===== src/io_port_consts.svh =====
// Offsets, field positions, reset values and timing counts of the I/O port block.
`ifndef IO_PORT_CONSTS_SVH
`define IO_PORT_CONSTS_SVH

// ----------------------------------------
// Boot option byte fields
// ----------------------------------------
`define RESET_PIN_DISABLE_BIT    6
`define PORT_RESET_LEVEL_BIT     5

// ----------------------------------------
// Port-two mode-one register fields
// ----------------------------------------
`define THRESHOLD_SEL_LSB        0
`define TIMER_A_TOGGLE_EN_BIT    3
`define TIMER_B_TOGGLE_EN_BIT    4
`define CLOCK_OUT_EN_BIT         5

// ----------------------------------------
// Pin positions (port n bit y is index 8n+y)
// ----------------------------------------
`define PIN_COUNT                24
`define DEDICATED_INPUT_PIN      13
`define CLOCK_OUTPUT_PIN         16
`define TIMER_A_PIN              6
`define TIMER_B_PIN              7

// ----------------------------------------
// Reset values and timing
// ----------------------------------------
`define MODE_BITS_RESET          24'h000000
`define STRONG_PULL_CYCLES       2
`define CLOCK_OUT_DIVIDE         4
`define READ_SETTLE_CYCLES       4

`endif


===== src/io_port_pkg.sv =====
// Types shared by the I/O port block.
package io_port_pkg;

   typedef enum logic [1:0] {
      MODE_QUASI     = 2'b00,
      MODE_PUSH_PULL = 2'b01,
      MODE_INPUT     = 2'b10,
      MODE_OPEN      = 2'b11
   } pin_mode_t;

endpackage


===== src/io_port_pin_config.sv =====
// Three 8-bit I/O ports with per-pin modes, timer toggles and clock output.
//
// How it works
// - Two per-pin bits select quasi, push-pull, input only or open drain.
// - Per-port select bit picks Schmitt inputs when one, TTL when zero.
// - Every configurable pin starts in quasi-bidirectional mode after any reset.
// - Boot byte bit 5 chooses whether all port latches reset low or high.
// - Dedicated input pin never drives and uses a Schmitt input from the first enabled clock after reset.
// - Boot byte bit 6 zero makes the dedicated pin the reset input.
// - Enabled timer toggles its pin on every overflow of that timer.
// - Clock output enable drives a quarter-rate CPU clock on its pin.
// - Clock output only without crystal source, and keeps running in idle.
// - Quasi pin rising from 0 to 1 gets strong pull-up for two clocks.
// - Quasi pin drives low strongly for 0 and is held high otherwise.
// - Three pull-up stages; strong one only for the rising edge boost.
`timescale 1ns/1ps
`include "io_port_consts.svh"

module io_port_pin_config (
   input  wire logic        mclk_in,
   input  wire logic        resetn_in,
   input  wire logic        ce_in,
   input  wire logic [7:0]  boot_option_byte_one_in,
   input  wire logic        crystal_source_in,
   input  wire logic        latch_wr_in,
   input  wire logic [23:0] latch_wdata_in,
   input  wire logic        mode_wr_in,
   input  wire logic [23:0] pin_mode_bit_a_in,
   input  wire logic [23:0] pin_mode_bit_b_in,
   input  wire logic        port_two_mode_one_wr_in,
   input  wire logic [7:0]  port_two_mode_one_wdata_in,
   input  wire logic        timer_a_overflow_in,
   input  wire logic        timer_b_overflow_in,
   input  wire logic [23:0] pin_in,
   output logic      [23:0] pin_out,
   output logic      [23:0] pin_oe_out,
   output logic      [23:0] strong_pullup_out,
   output logic      [23:0] weak_pullup_out,
   output logic      [23:0] very_weak_pullup_out,
   output logic      [23:0] schmitt_enable_out,
   output logic      [23:0] pin_read_out,
   output logic      [7:0]  port_two_mode_one_out,
   output logic             reset_pin_request_out
);
   import io_port_pkg::*;

   logic [7:0]  boot_reg;
   logic        boot_valid_reg;
   logic [23:0] latch_reg;
   logic [23:0] mode_a_reg;
   logic [23:0] mode_b_reg;
   logic        toggle_a_reg;
   logic        toggle_b_reg;
   logic [1:0]  clk_div_reg;
   logic        clk_out_reg;
   logic [23:0] eff_latch;
   pin_mode_t   eff_mode [`PIN_COUNT];
   logic [23:0] cell_read;
   logic        clock_out_active;
   logic [2:0]  settle_reg;
   logic        read_settled;

   // ----------------------------------------
   // Boot option capture and port latches
   // ----------------------------------------
   always_ff @(posedge mclk_in or negedge resetn_in) begin
      if (!resetn_in) begin
         boot_reg       <= 8'h00;
         boot_valid_reg <= 1'b0;
      end else if (ce_in && !boot_valid_reg) begin
         boot_reg       <= boot_option_byte_one_in;
         boot_valid_reg <= 1'b1;
      end
   end

   always_ff @(posedge mclk_in or negedge resetn_in) begin
      if (!resetn_in) begin
         latch_reg <= 24'h000000;
      end else if (ce_in) begin
         if (!boot_valid_reg) begin
            latch_reg <= {24{boot_option_byte_one_in[`PORT_RESET_LEVEL_BIT]}};
         end else if (latch_wr_in) begin
            latch_reg <= latch_wdata_in;
         end
      end
   end

   // ----------------------------------------
   // Mode registers
   // ----------------------------------------
   always_ff @(posedge mclk_in or negedge resetn_in) begin
      if (!resetn_in) begin
         mode_a_reg <= `MODE_BITS_RESET;
         mode_b_reg <= `MODE_BITS_RESET;
      end else if (ce_in && mode_wr_in) begin
         mode_a_reg <= pin_mode_bit_a_in;
         mode_b_reg <= pin_mode_bit_b_in;
      end
   end

   always_ff @(posedge mclk_in or negedge resetn_in) begin
      if (!resetn_in) begin
         port_two_mode_one_out <= 8'h00;
      end else if (ce_in && port_two_mode_one_wr_in) begin
         port_two_mode_one_out <= port_two_mode_one_wdata_in;
      end
   end

   // ----------------------------------------
   // Timer toggles and clock output
   // ----------------------------------------
   always_ff @(posedge mclk_in or negedge resetn_in) begin
      if (!resetn_in) begin
         toggle_a_reg <= 1'b0;
         toggle_b_reg <= 1'b0;
      end else if (ce_in) begin
         if (timer_a_overflow_in) begin
            toggle_a_reg <= !toggle_a_reg;
         end
         if (timer_b_overflow_in) begin
            toggle_b_reg <= !toggle_b_reg;
         end
      end
   end

   // No idle input exists here, so the divider runs whenever clock output is enabled and no crystal source is selected.
   assign clock_out_active = port_two_mode_one_out[`CLOCK_OUT_EN_BIT] && !crystal_source_in;

   always_ff @(posedge mclk_in or negedge resetn_in) begin
      if (!resetn_in) begin
         clk_div_reg <= 2'h0;
         clk_out_reg <= 1'b0;
      end else if (ce_in) begin
         if (clock_out_active) begin
            clk_div_reg <= clk_div_reg + 2'h1;
            if (clk_div_reg == 2'(`CLOCK_OUT_DIVIDE / 2 - 1)) begin
               clk_div_reg <= 2'h0;
               clk_out_reg <= !clk_out_reg;
            end
         end else begin
            clk_div_reg <= 2'h0;
            clk_out_reg <= 1'b0;
         end
      end
   end

   // ----------------------------------------
   // Effective latch and mode per pin
   // ----------------------------------------
   always_comb begin
      eff_latch = latch_reg;
      for (int i = 0; i < `PIN_COUNT; i++) begin
         eff_mode[i] = pin_mode_t'({mode_a_reg[i], mode_b_reg[i]});
      end
      if (port_two_mode_one_out[`TIMER_A_TOGGLE_EN_BIT]) begin
         eff_latch[`TIMER_A_PIN] = toggle_a_reg;
         eff_mode[`TIMER_A_PIN]  = MODE_PUSH_PULL;
      end
      if (port_two_mode_one_out[`TIMER_B_TOGGLE_EN_BIT]) begin
         eff_latch[`TIMER_B_PIN] = toggle_b_reg;
         eff_mode[`TIMER_B_PIN]  = MODE_PUSH_PULL;
      end
      if (clock_out_active) begin
         eff_latch[`CLOCK_OUTPUT_PIN] = clk_out_reg;
         eff_mode[`CLOCK_OUTPUT_PIN]  = MODE_PUSH_PULL;
      end
      eff_mode[`DEDICATED_INPUT_PIN] = MODE_INPUT;
   end

   // ----------------------------------------
   // Pin cells
   // ----------------------------------------
   for (genvar g = 0; g < `PIN_COUNT; g++) begin : g_pin
      io_pin_cell u_cell (
         .mclk_in              (mclk_in),
         .resetn_in            (resetn_in),
         .ce_in                (ce_in),
         .latch_in             (eff_latch[g]),
         .mode_in              (eff_mode[g]),
         .pin_in               (pin_in[g]),
         .pad_out              (pin_out[g]),
         .pad_oe_out           (pin_oe_out[g]),
         .strong_pullup_out    (strong_pullup_out[g]),
         .weak_pullup_out      (weak_pullup_out[g]),
         .very_weak_pullup_out (very_weak_pullup_out[g]),
         .read_out             (cell_read[g])
      );
   end

   // ----------------------------------------
   // Input threshold, read value and reset pin
   // ----------------------------------------
   // The synchronised pin value starts at zero, so a reset request is held off until the
   // synchroniser has filled; otherwise every reset would be followed by a false request.
   always_ff @(posedge mclk_in or negedge resetn_in) begin
      if (!resetn_in) begin
         settle_reg <= 3'h0;
      end else if (ce_in && settle_reg != 3'(`READ_SETTLE_CYCLES)) begin
         settle_reg <= settle_reg + 3'h1;
      end
   end

   assign read_settled = (settle_reg == 3'(`READ_SETTLE_CYCLES));

   always_ff @(posedge mclk_in or negedge resetn_in) begin
      if (!resetn_in) begin
         schmitt_enable_out    <= 24'h000000;
         pin_read_out          <= 24'h000000;
         reset_pin_request_out <= 1'b0;
      end else if (ce_in) begin
         for (int p = 0; p < 3; p++) begin
            schmitt_enable_out[p*8 +: 8] <= {8{port_two_mode_one_out[`THRESHOLD_SEL_LSB + p]}};
         end
         schmitt_enable_out[`DEDICATED_INPUT_PIN] <= 1'b1;
         pin_read_out <= cell_read;
         if (boot_valid_reg && !boot_reg[`RESET_PIN_DISABLE_BIT]) begin
            pin_read_out[`DEDICATED_INPUT_PIN] <= 1'b0;
            reset_pin_request_out              <= read_settled && !cell_read[`DEDICATED_INPUT_PIN];
         end else begin
            reset_pin_request_out <= 1'b0;
         end
      end
   end

endmodule


===== src/io_pin_cell.sv =====
// One port pin: output driver control, pull-up stages and synchronised input.
`timescale 1ns/1ps
`include "io_port_consts.svh"

module io_pin_cell (
   input  wire logic                   mclk_in,
   input  wire logic                   resetn_in,
   input  wire logic                   ce_in,
   input  wire logic                   latch_in,
   input  wire io_port_pkg::pin_mode_t mode_in,
   input  wire logic                   pin_in,
   output logic                        pad_out,
   output logic                        pad_oe_out,
   output logic                        strong_pullup_out,
   output logic                        weak_pullup_out,
   output logic                        very_weak_pullup_out,
   output logic                        read_out
);
   import io_port_pkg::*;

   logic       sync1_reg;
   logic       sync2_reg;
   logic       sync3_reg;
   logic       latch_prev_reg;
   logic [1:0] boost_cnt_reg;
   logic       boost;

   // ----------------------------------------
   // Input synchroniser
   // ----------------------------------------
   always_ff @(posedge mclk_in or negedge resetn_in) begin
      if (!resetn_in) begin
         sync1_reg <= 1'b0;
         sync2_reg <= 1'b0;
         sync3_reg <= 1'b0;
         read_out  <= 1'b0;
      end else if (ce_in) begin
         sync1_reg <= pin_in;
         sync2_reg <= sync1_reg;
         sync3_reg <= sync2_reg;
         if (sync2_reg == sync3_reg) begin
            read_out <= sync3_reg;
         end
      end
   end

   // ----------------------------------------
   // Strong pull-up boost
   // ----------------------------------------
   always_ff @(posedge mclk_in or negedge resetn_in) begin
      if (!resetn_in) begin
         latch_prev_reg <= 1'b0;
         boost_cnt_reg  <= 2'h0;
      end else if (ce_in) begin
         latch_prev_reg <= latch_in;
         if (mode_in == MODE_QUASI && latch_in && !latch_prev_reg) begin
            boost_cnt_reg <= 2'(`STRONG_PULL_CYCLES);
         end else if (boost_cnt_reg != 2'h0) begin
            boost_cnt_reg <= boost_cnt_reg - 2'h1;
         end
      end
   end

   // A new 0-to-1 edge and the running boost both count toward the two clocks.
   assign boost = (mode_in == MODE_QUASI) && latch_in && (!latch_prev_reg || boost_cnt_reg > 2'h1);

   // ----------------------------------------
   // Driver and pull-up control
   // ----------------------------------------
   always_ff @(posedge mclk_in or negedge resetn_in) begin
      if (!resetn_in) begin
         pad_out              <= 1'b0;
         pad_oe_out           <= 1'b0;
         strong_pullup_out    <= 1'b0;
         weak_pullup_out      <= 1'b0;
         very_weak_pullup_out <= 1'b0;
      end else if (ce_in) begin
         pad_out              <= 1'b0;
         pad_oe_out           <= 1'b0;
         strong_pullup_out    <= 1'b0;
         weak_pullup_out      <= 1'b0;
         very_weak_pullup_out <= 1'b0;
         unique case (mode_in)
            MODE_QUASI: begin
               pad_oe_out           <= !latch_in;
               strong_pullup_out    <= boost;
               very_weak_pullup_out <= latch_in;
               weak_pullup_out      <= latch_in && read_out;
            end
            MODE_PUSH_PULL: begin
               pad_out    <= latch_in;
               pad_oe_out <= 1'b1;
            end
            MODE_INPUT: begin
               pad_oe_out <= 1'b0;
            end
            MODE_OPEN: begin
               pad_oe_out <= !latch_in;
            end
         endcase
      end
   end

endmodule


===== config.mk =====
export PLATFORM = sky130hd
export DESIGN_NAME = io_port_pin_config
export DESIGN_NICKNAME = d
export VERILOG_FILES = /design/src/io_port_pkg.sv /design/src/io_port_pin_config.sv /design/src/io_pin_cell.sv
export VERILOG_INCLUDE_DIRS = /design/src
export SDC_FILE = /design/constraint.sdc
export NUM_CORES = 1
export LEC_CHECK = 0
export ABC_AREA = 1
export BUFFER_PORTS_ARGS = -buffer_cell sky130_fd_sc_hd__buf_4
export CAP_MARGIN = 40
export CORE_ASPECT_RATIO = 0.7
export CORE_MARGIN = 2
export CORE_UTILIZATION = 55
export DETAILED_ROUTE_END_ITERATION = 7
export PLACE_DENSITY_LB_ADDON = 0.25
export REMOVE_ABC_BUFFERS = 1
export SYNTH_ARGS = -nofsm -noshare
export SYNTH_HDL_FRONTEND = slang
export SYNTH_SLANG_ARGS = --single-unit
export TNS_END_PERCENT = 1

===== constraint.sdc =====
create_clock -name mclk_in -period 2.5 [get_ports mclk_in]
set_clock_uncertainty 0.15 [all_clocks]
set_input_delay 0.125 -clock mclk_in [delete_from_list [all_inputs] [get_ports mclk_in]]
set_output_delay 0.125 -clock mclk_in [all_outputs]
set_load 0.005 [all_outputs]

==> qor_table.md, run 1 <==
| Metric | This run |
|:---|:---|
| Setup violation total in the final timing report | 0 |
| Length of the first detailed-routing pass in iterations | 5 |
| Final ANT Viol Nets | 0 |
| Period utilization | 98.0% |
| Clock Path Buffers | 3 |
| Clock transition at the registers of the reported paths | 0.06 ns |
| Post-CTS Repair Setup Buffers | 0 |
| Required time of the critical path | 2.76 ns |
| Most area-consuming cells after synthesis | sky130_fd_sc_hd__dfrtp_1 (54%), sky130_fd_sc_hd__ha_1 (7.9%), sky130_fd_sc_hd__nand2_1 (7.6%) |
| Initial antenna violation count | 1 |
| Total count of hold-check failures in the final report | 0 |
| Routed wl met2 | 19500 um |
| Synth Warn # | 0 |
| Post-Synthesis Mean Instance Area | 9.43 um2 |
| TritonCTS clock tree | built |
| IR drop worst, VDD | 0.650 mV |
| 1st-iter DRT viols | 926 |
| Clock latency of the later-clocked register in the worst-skew pair | 0.54 ns |
| Worst Path Buf+Inv | 4 |
| Register area | 0.00991 mm2 |
| Buffer cell driving the clock tree root | sky130_fd_sc_hd__clkbuf_16 |
| Overall Global Routing Usage | 23.8% |
| Leading cell type by number of instances after synthesis | sky130_fd_sc_hd__dfrtp_1 |
| Final worst path period need | 2.45 ns |
| Cell Pwr Density | 835 mW/mm2 |
| Synth Flop Type | sky130_fd_sc_hd__dfrtp_1 |
| Pin count of the biggest net entering global routing | 110 |
| Worst rel slew slack | 57.5% |
| Hold Buf Count CTS | 127 |
| Highest metal layer used by the detailed router | met4 |
| Number of global-route vias before repair | 13638 |
| Initial core utilization | 55.6% |
| Count of cells resized by post-cts repair | 0 |
| Post-route met1 wirelength | 18900 um |
| Worst Setup End Kind | register |
| Total met3 wirelength after detailed routing | 2410 um |
| Vias per std cell | 5.14 |
| Main combinational cell family by area after synthesis | simple AND/OR/NAND/NOR gates |
| Maximum single-stage delay on the critical path | 0.59 ns |
| Critical-path top delay cell | sky130_fd_sc_hd__dlygate4sd3_1 |
| Total Nets Final | 2469 |
| Fillers | 2471 |
| Cell type with the highest occurrence count on the critical path | sky130_fd_sc_hd__dlygate4sd3_1 |
| Final GP Congestion | 0.794 |
| Simple-gate portion of the synthesized area | 14.6% |
| Clock buffers created by TritonCTS | 41 |
| Residual DRC | 0 |
| #FFs+latches synth | 396 |
| Routed wire per std cell | 15.6 um |
| Cell leakage power | 11.6 nW |
| Arrival time reported for the critical path endpoint | 2.71 ns |
| Peak clock frequency supported by timing | 408 MHz |
| Portion of synthesized cell area occupied by the leading cell type | 53.5% |
| Post-synthesis compound-gate area fraction | 10.1% |
| Total number of vias | 13849 |
| Boundary Pins | 298 |
| Sequence of cells on the critical path | dlygate4sd3_1 -> buf_6 -> nand2_2 -> nor2_1 -> dlygate4sd3_1 -> a21oi_1 -> dlygate4sd3_1 |
| Top cells by instance count after synthesis | sky130_fd_sc_hd__dfrtp_1 (396), sky130_fd_sc_hd__nand2_1 (377), sky130_fd_sc_hd__o21ai_0 (214) |
| Sequential cell area fraction in the yosys report | 53.5% |
| Core region area | 0.0333 mm2 |
| Post-synthesis share of cell area spent on full adders, half adders and majority gates | 7.91% |
| Leftover overflow at the end of global routing | 0 |
| Result of the run | finished clean |
| Count of max-cap constraint violations | 0 |
| Layout Cell Area excl Fill | 0.0226 mm2 |
| Final max-slew violation count | 0 |
| Mapped Area | 0.0185 mm2 |
| Biggest fanout along the worst timing path | 35 |
| Kind of cell adding the most delay to the critical path | buffers and inverters |
| Gate Count Post-Synth | 1963 |
| Fraction of layout cells with a size suffix above 1 | 18.6% |
| Number of enable-type register cells in the synthesized netlist | 0 |
| Clock net sink count | 396 |
| Total half-perimeter wirelength after legalization and detailed placement | 26300 um |
| Start-to-end type of the worst setup path | input port to register |
| Die width | 223 um |
| Area of combinational cells with multiple inputs | 0.00649 mm2 |
| Port Buf Inserts | 283 |
| First-pass GRT wire length | 67800 um |
| Transition time of the tightest slew-check pin | 0.637 ns |
| Post-synthesis to final-layout area growth | 22.2% |
| Total power of the final layout | 0.0189 W |
| Launching element type of the critical path | input port |
| Worst min-delay path class | input port to asynchronous set/reset pin |
| Proportion of register bits with asynchronous set or reset after synthesis | 100% |
| Post-placement cell area | 0.0200 mm2 |
| Flip-flop count of the largest register after layout | 46 |
| XOR/XNOR share of the synthesized area | 0.189% |
| Largest area contributor in the synthesized netlist | sky130_fd_sc_hd__dfrtp_1 |
| Overall routed net length | 42000 um |
| Number of placement rows | 56 |
| Number of distinct library cells after synthesis | 28 |
| Vertical extent of the die | 157 um |
| Number of levels the H-tree was split into | 2 |
| Portion of netlist area occupied by mux cells | 2.13% |
| Total Die Area | 0.0352 mm2 |
| Unrepaired setup endpoints after global routing | false |
-- layout by cell type (no fill, tap or decap) --
| cell | Yosys | final |
|---|---|---|
| sky130_fd_sc_hd__nand2_2 | 3 | 2 |
| sky130_fd_sc_hd__buf_8 | 0 | 1 |
| sky130_fd_sc_hd__inv_1 | 177 | 177 |
| sky130_fd_sc_hd__conb_1 | 1 | 5 |
| sky130_fd_sc_hd__a31oi_1 | 23 | 23 |
| sky130_fd_sc_hd__buf_4 | 143 | 294 |
| sky130_fd_sc_hd__a21oi_2 | 20 | 20 |
| sky130_fd_sc_hd__xnor2_1 | 3 | 3 |
| sky130_fd_sc_hd__nand2_4 | 1 | 2 |
| sky130_fd_sc_hd__nand2_1 | 377 | 377 |
| sky130_fd_sc_hd__inv_6 | 0 | 1 |
| sky130_fd_sc_hd__clkinv_4 | 0 | 1 |
| sky130_fd_sc_hd__inv_8 | 0 | 1 |
| sky130_fd_sc_hd__diode_2 | 0 | 1 |
| sky130_fd_sc_hd__bufinv_16 | 0 | 2 |
| sky130_fd_sc_hd__mux2_2 | 27 | 27 |
| sky130_fd_sc_hd__a21oi_1 | 46 | 46 |
| sky130_fd_sc_hd__mux2_4 | 6 | 6 |
| sky130_fd_sc_hd__clkbuf_8 | 0 | 6 |
| sky130_fd_sc_hd__dlygate4sd3_1 | 0 | 127 |
| sky130_fd_sc_hd__o21ai_0 | 214 | 214 |
| sky130_fd_sc_hd__nand3_1 | 94 | 94 |
| sky130_fd_sc_hd__buf_6 | 11 | 1 |
| sky130_fd_sc_hd__clkinv_2 | 0 | 4 |
| sky130_fd_sc_hd__ha_1 | 117 | 117 |
| sky130_fd_sc_hd__nor2_1 | 204 | 204 |
| sky130_fd_sc_hd__o211ai_1 | 24 | 24 |
| sky130_fd_sc_hd__or2_2 | 1 | 1 |
| sky130_fd_sc_hd__nand4_1 | 3 | 3 |
| sky130_fd_sc_hd__dfrtp_1 | 396 | 396 |
| sky130_fd_sc_hd__o31ai_1 | 1 | 1 |
| sky130_fd_sc_hd__clkbuf_1 | 17 | 15 |
| sky130_fd_sc_hd__clkbuf_16 | 0 | 43 |
| sky130_fd_sc_hd__o21ai_1 | 12 | 12 |
| sky130_fd_sc_hd__xor2_1 | 1 | 1 |
| sky130_fd_sc_hd__buf_12 | 0 | 9 |
-- area by class of cell --
class,instances,share of cell area [%]
inverter,178,2.99
timing repair buffer,432,16.3
clock inverter,8,0.431
antenna,1,0.0111
clock buffer,64,5.37
multi-input combinational,1182,28.7
tap,435,2.41
sequential,396,43.8
-- worst paths after layout --
path,slack (ns),start,to,depth (start not counted)
worst max-delay path,0.05,ce_in,port_two_mode_one_out[4]$_DFFE_PN0P_,7
worst min-delay path,0.02,resetn_in,latch_reg[2]$_DFFE_PN0P_,2
worst max register to register,0.50,port_two_mode_one_out[5]$_DFFE_PN0P_,g_pin[16].u_cell.boost_cnt_reg[0]$_DFFE_PN0P_,11
worst min register to register,0.32,toggle_b_reg$_DFFE_PN0P_,toggle_b_reg$_DFFE_PN0P_,1
max in group asynchronous,1.35,resetn_in,port_two_mode_one_out[0]$_DFFE_PN0P_,3
min in group mclk_in,0.03,mode_wr_in,mode_a_reg[14]$_DFFE_PN0P_,3
-- metal layers --
metal / vias up / track usage, %
li1: 6691 / -
met1: 6701 / 32.7
met2: 373 / 38.5
met3: 84 / 4.50
met4: 0 / 7.75
met5: - / 0
-- where the power goes --
group          internal (W)  total, W  leakage (nW)  switching [W]
Clock               0.00355   0.00604         0.643        0.00250
Sequential          0.00760   0.00830          4.86       0.000698
Combinational       0.00206   0.00455          6.07        0.00249
Total                0.0132    0.0189          11.6        0.00569
-- logic make-up (layout without fill, tap and decap cells) --
| logic type | after synthesis | count (layout) |
|---|---|---|
| simple gates | 683 | 683 |
| flops | 396 | 396 |
| buf+inv | 389 | 682 |
| compound gates | 340 | 340 |
| fa+ha+maj | 117 | 117 |
| mux | 33 | 33 |
| xor+xnor | 4 | 4 |
| other cells | 1 | 6 |
-- stage by stage --
| stage | setup slack, ns | hold slack, ns | setup TNS (ns) | instances | utilization (%) |
|---|---|---|---|---|---|
| final | 0.0512 | 0.0185 | 0 | 2696 | 68.0 |
| after global routing | 0.0294 | 0.0378 | 0 | 2696 | 68.0 |
| after CTS | 0.225 | 0.000984 | 0 | 2695 | 68.0 |
| after detailed placement | 0.616 | 0.0176 | 0 | 2496 | 60.2 |
| after global placement | 0.730 | 0.0124 | 0 | 2496 | 60.2 |
| after floorplan | -0.432 | -0.321 | -73.00 | 1756 | - |
No activity file was read; power rests on OpenSTA's default activity.
==> inputs of run 2 (changes only) <==
--- a/config.mk
+++ b/config.mk
@@ -9,10 +9,14 @@
 export ABC_AREA = 1
 export BUFFER_PORTS_ARGS = -buffer_cell sky130_fd_sc_hd__buf_4
 export CAP_MARGIN = 40
+export CELL_PAD_IN_SITES_DETAIL_PLACEMENT = 0
+export CELL_PAD_IN_SITES_GLOBAL_PLACEMENT = 1
 export CORE_ASPECT_RATIO = 0.7
 export CORE_MARGIN = 2
-export CORE_UTILIZATION = 55
+export CORE_UTILIZATION = 47
 export DETAILED_ROUTE_END_ITERATION = 7
+export GPL_TIMING_DRIVEN = 1
+export HOLD_SLACK_MARGIN = 0.03
 export PLACE_DENSITY_LB_ADDON = 0.25
 export REMOVE_ABC_BUFFERS = 1
 export SYNTH_ARGS = -nofsm -noshare
==> qor_table.md, run 2 (same netlist as run 1, synthesis figures left out) <==
| Metric | This run |
|:---|:---|
| Layout Cell Area excl Fill | 0.0228 mm2 |
| Number of global-route vias before repair | 13273 |
| Number of placement rows | 60 |
| Worst hold start | mode_wr_in |
| Post-route met1 wirelength | 19900 um |
| Period utilization | 94.2% |
| Overall routed net length | 42000 um |
| Final max-slew violation count | 0 |
| Minimum setup slack among reg-to-reg paths | 0.62 ns |
| First-pass GRT wire length | 67900 um |
| Total Nets Final | 2470 |
| Peak clock frequency supported by timing | 425 MHz |
| Dpl cells | 2588 |
| Worst Setup End Kind | register |
| Non-filler cells, final | 2789 |
| Start-to-end type of the worst setup path | input port to register |
| Initial core utilization | 48.0% |
| Required time of the critical path | 2.76 ns |
| Count of max-cap constraint violations | 0 |
| Cell Pwr Density | 826 mW/mm2 |
| Post-synthesis to final-layout area growth | 23.2% |
| Setup violation total in the final timing report | 0 |
| Total power of the final layout | 0.0188 W |
| Leading cell type in the layout, fill and taps excluded | sky130_fd_sc_hd__dfrtp_1 |
| Buffer cell driving the clock tree root | sky130_fd_sc_hd__clkbuf_16 |
| Length of the first detailed-routing pass in iterations | 4 |
| Routed wl met2 | 19800 um |
| Sequence of cells on the critical path | dlygate4sd3_1 -> buf_6 -> nand2_2 -> nor2_1 -> dlygate4sd3_1 -> a21oi_1 -> dlygate4sd3_1 |
| Boundary Pins | 298 |
| Clock transition at the registers of the reported paths | 0.06 ns |
| Residual DRC | 0 |
| 1st-iter DRT viols | 662 |
| Leftover overflow at the end of global routing | 0 |
| R2R depth | 11 |
| Vertical extent of the die | 170 um |
| Initial antenna violation count | 3 |
| Routed wire per std cell | 15.1 um |
| Clock net sink count | 396 |
| Vias per std cell | 4.80 |
| Result of the run | finished clean |
| Final GP Congestion | 0.771 |
| TritonCTS clock tree | built |
| Critical-path top delay cell | sky130_fd_sc_hd__dlygate4sd3_1 |
| Hold Path Cell Cnt | 4 |
| Highest metal layer used by the detailed router | met5 |
| IR drop worst, VDD | 0.449 mV |
| Worst rel slew slack | 56.4% |
| Number of levels the H-tree was split into | 2 |
| Clock buffers created by TritonCTS | 40 |
| Reg-to-Reg End | g_pin[16].u_cell.boost_cnt_reg[1]$_DFFE_PN0P_ |
| Transition time of the tightest slew-check pin | 0.655 ns |
| Final ANT Viol Nets | 0 |
| Clock latency of the later-clocked register in the worst-skew pair | 0.55 ns |
| Kind of cell adding the most delay to the critical path | buffers and inverters |
| Hold Path Sink | mode_a_reg[19]$_DFFE_PN0P_ |
| Reg-to-reg critical path startpoint | port_two_mode_one_out[5]$_DFFE_PN0P_ |
| Commonest cells after routing, fill and taps aside | sky130_fd_sc_hd__dfrtp_1 (396), sky130_fd_sc_hd__nand2_1 (377), sky130_fd_sc_hd__buf_4 (292) |
| Overall Global Routing Usage | 20.7% |
| Final worst path period need | 2.35 ns |
| Total Die Area | 0.0410 mm2 |
| Pin count of the biggest net entering global routing | 81 |
| Arrival time reported for the critical path endpoint | 2.62 ns |
| Core region area | 0.0386 mm2 |
| Worst min-delay path class | input port to register |
| Total half-perimeter wirelength after legalization and detailed placement | 27500 um |
| Die width | 241 um |
| Finished Core Util | 59.1% |
| Launching element type of the critical path | input port |
| Worst Path Buf+Inv | 4 |
| Biggest fanout along the worst timing path | 43 |
| Cell type with the highest occurrence count on the critical path | sky130_fd_sc_hd__dlygate4sd3_1 |
| Post-placement cell area | 0.0202 mm2 |
| Clock Path Buffers | 3 |
| Total count of hold-check failures in the final report | 0 |
| Post-CTS Repair Setup Buffers | 0 |
| Flip-flop count of the largest register after layout | 46 |
| Cell leakage power | 11.6 nW |
| Unrepaired setup endpoints after global routing | false |
| Fraction of layout cells with a size suffix above 1 | 18.9% |
| Maximum single-stage delay on the critical path | 0.56 ns |
| Total number of vias | 13391 |
| Total met3 wirelength after detailed routing | 1690 um |
| Port Buf Inserts | 283 |
[run 2: timing repair]
item                      4_1_cts  5_1_grt
hold buffers                  129        0
hold endpoints to repair      528        0
resized for setup               0        0
[run 2: power breakdown]
| part | switching (W) | internal (W) |
|---|---|---|
| Clock | 0.00252 | 0.00357 |
| Combinational | 0.00240 | 0.00205 |
| Sequential | 0.000689 | 0.00760 |
| Total | 0.00561 | 0.0132 |
[run 2: layout make-up]
class | count | area [um2]
Inverter | 178 | 676
Tap cell | 527 | 659
Multi-Input combinational cell | 1182 | 6490
Antenna cell | 2 | 5.00
Timing Repair Buffer | 434 | 3740
Clock inverter | 17 | 198
Sequential cell | 396 | 9910
Clock buffer | 53 | 1120
Fill cell | 3398 | 15800
[run 2: worst max path at each step]
stage / start / to / slack (ns) / cells past startpoint
after floorplan: ce_in / g_pin[0].u_cell.pad_oe_out$_DFFE_PN0P_ / -0.43 / 2
after global placement: port_two_mode_one_out[5]$_DFFE_PN0P_ / g_pin[16].u_cell.boost_cnt_reg[1]$_DFFE_PN0P_ / 0.67 / 11
after detailed placement: port_two_mode_one_out[5]$_DFFE_PN0P_ / g_pin[16].u_cell.boost_cnt_reg[0]$_DFFE_PN0P_ / 0.64 / 11
after CTS: ce_in / port_two_mode_one_out[4]$_DFFE_PN0P_ / 0.16 / 7
after global routing: ce_in / port_two_mode_one_out[3]$_DFFE_PN0P_ / 0.03 / 7
final: ce_in / port_two_mode_one_out[4]$_DFFE_PN0P_ / 0.15 / 7
[run 2: metrics by stage]
step / setup TNS [ns] / setup WS, ns / hold slack (ns)
floorplan: -73.00 / -0.432 / -0.321
global placement: 0 / 0.665 / 0.00264
detailed placement: 0 / 0.642 / 0.00748
CTS: 0 / 0.162 / 0.0501
global route: 0 / 0.0337 / 0.0736
finish: 0 / 0.146 / 0.0668
[run 2: worst min-delay path, stage by stage]
cell and delay (ns):
sky130_fd_sc_hd__buf_4 0.10, sky130_fd_sc_hd__nand2_4 0.25, sky130_fd_sc_hd__nor2_1 0.18, sky130_fd_sc_hd__a21oi_1 0.04
[run 2: layer usage]
layer	GRT usage, %	vias to the layer above
met4	4.27	2
met1	29.0	6432
met5	0	-
li1	-	6703
met2	34.0	203
met3	3.47	51
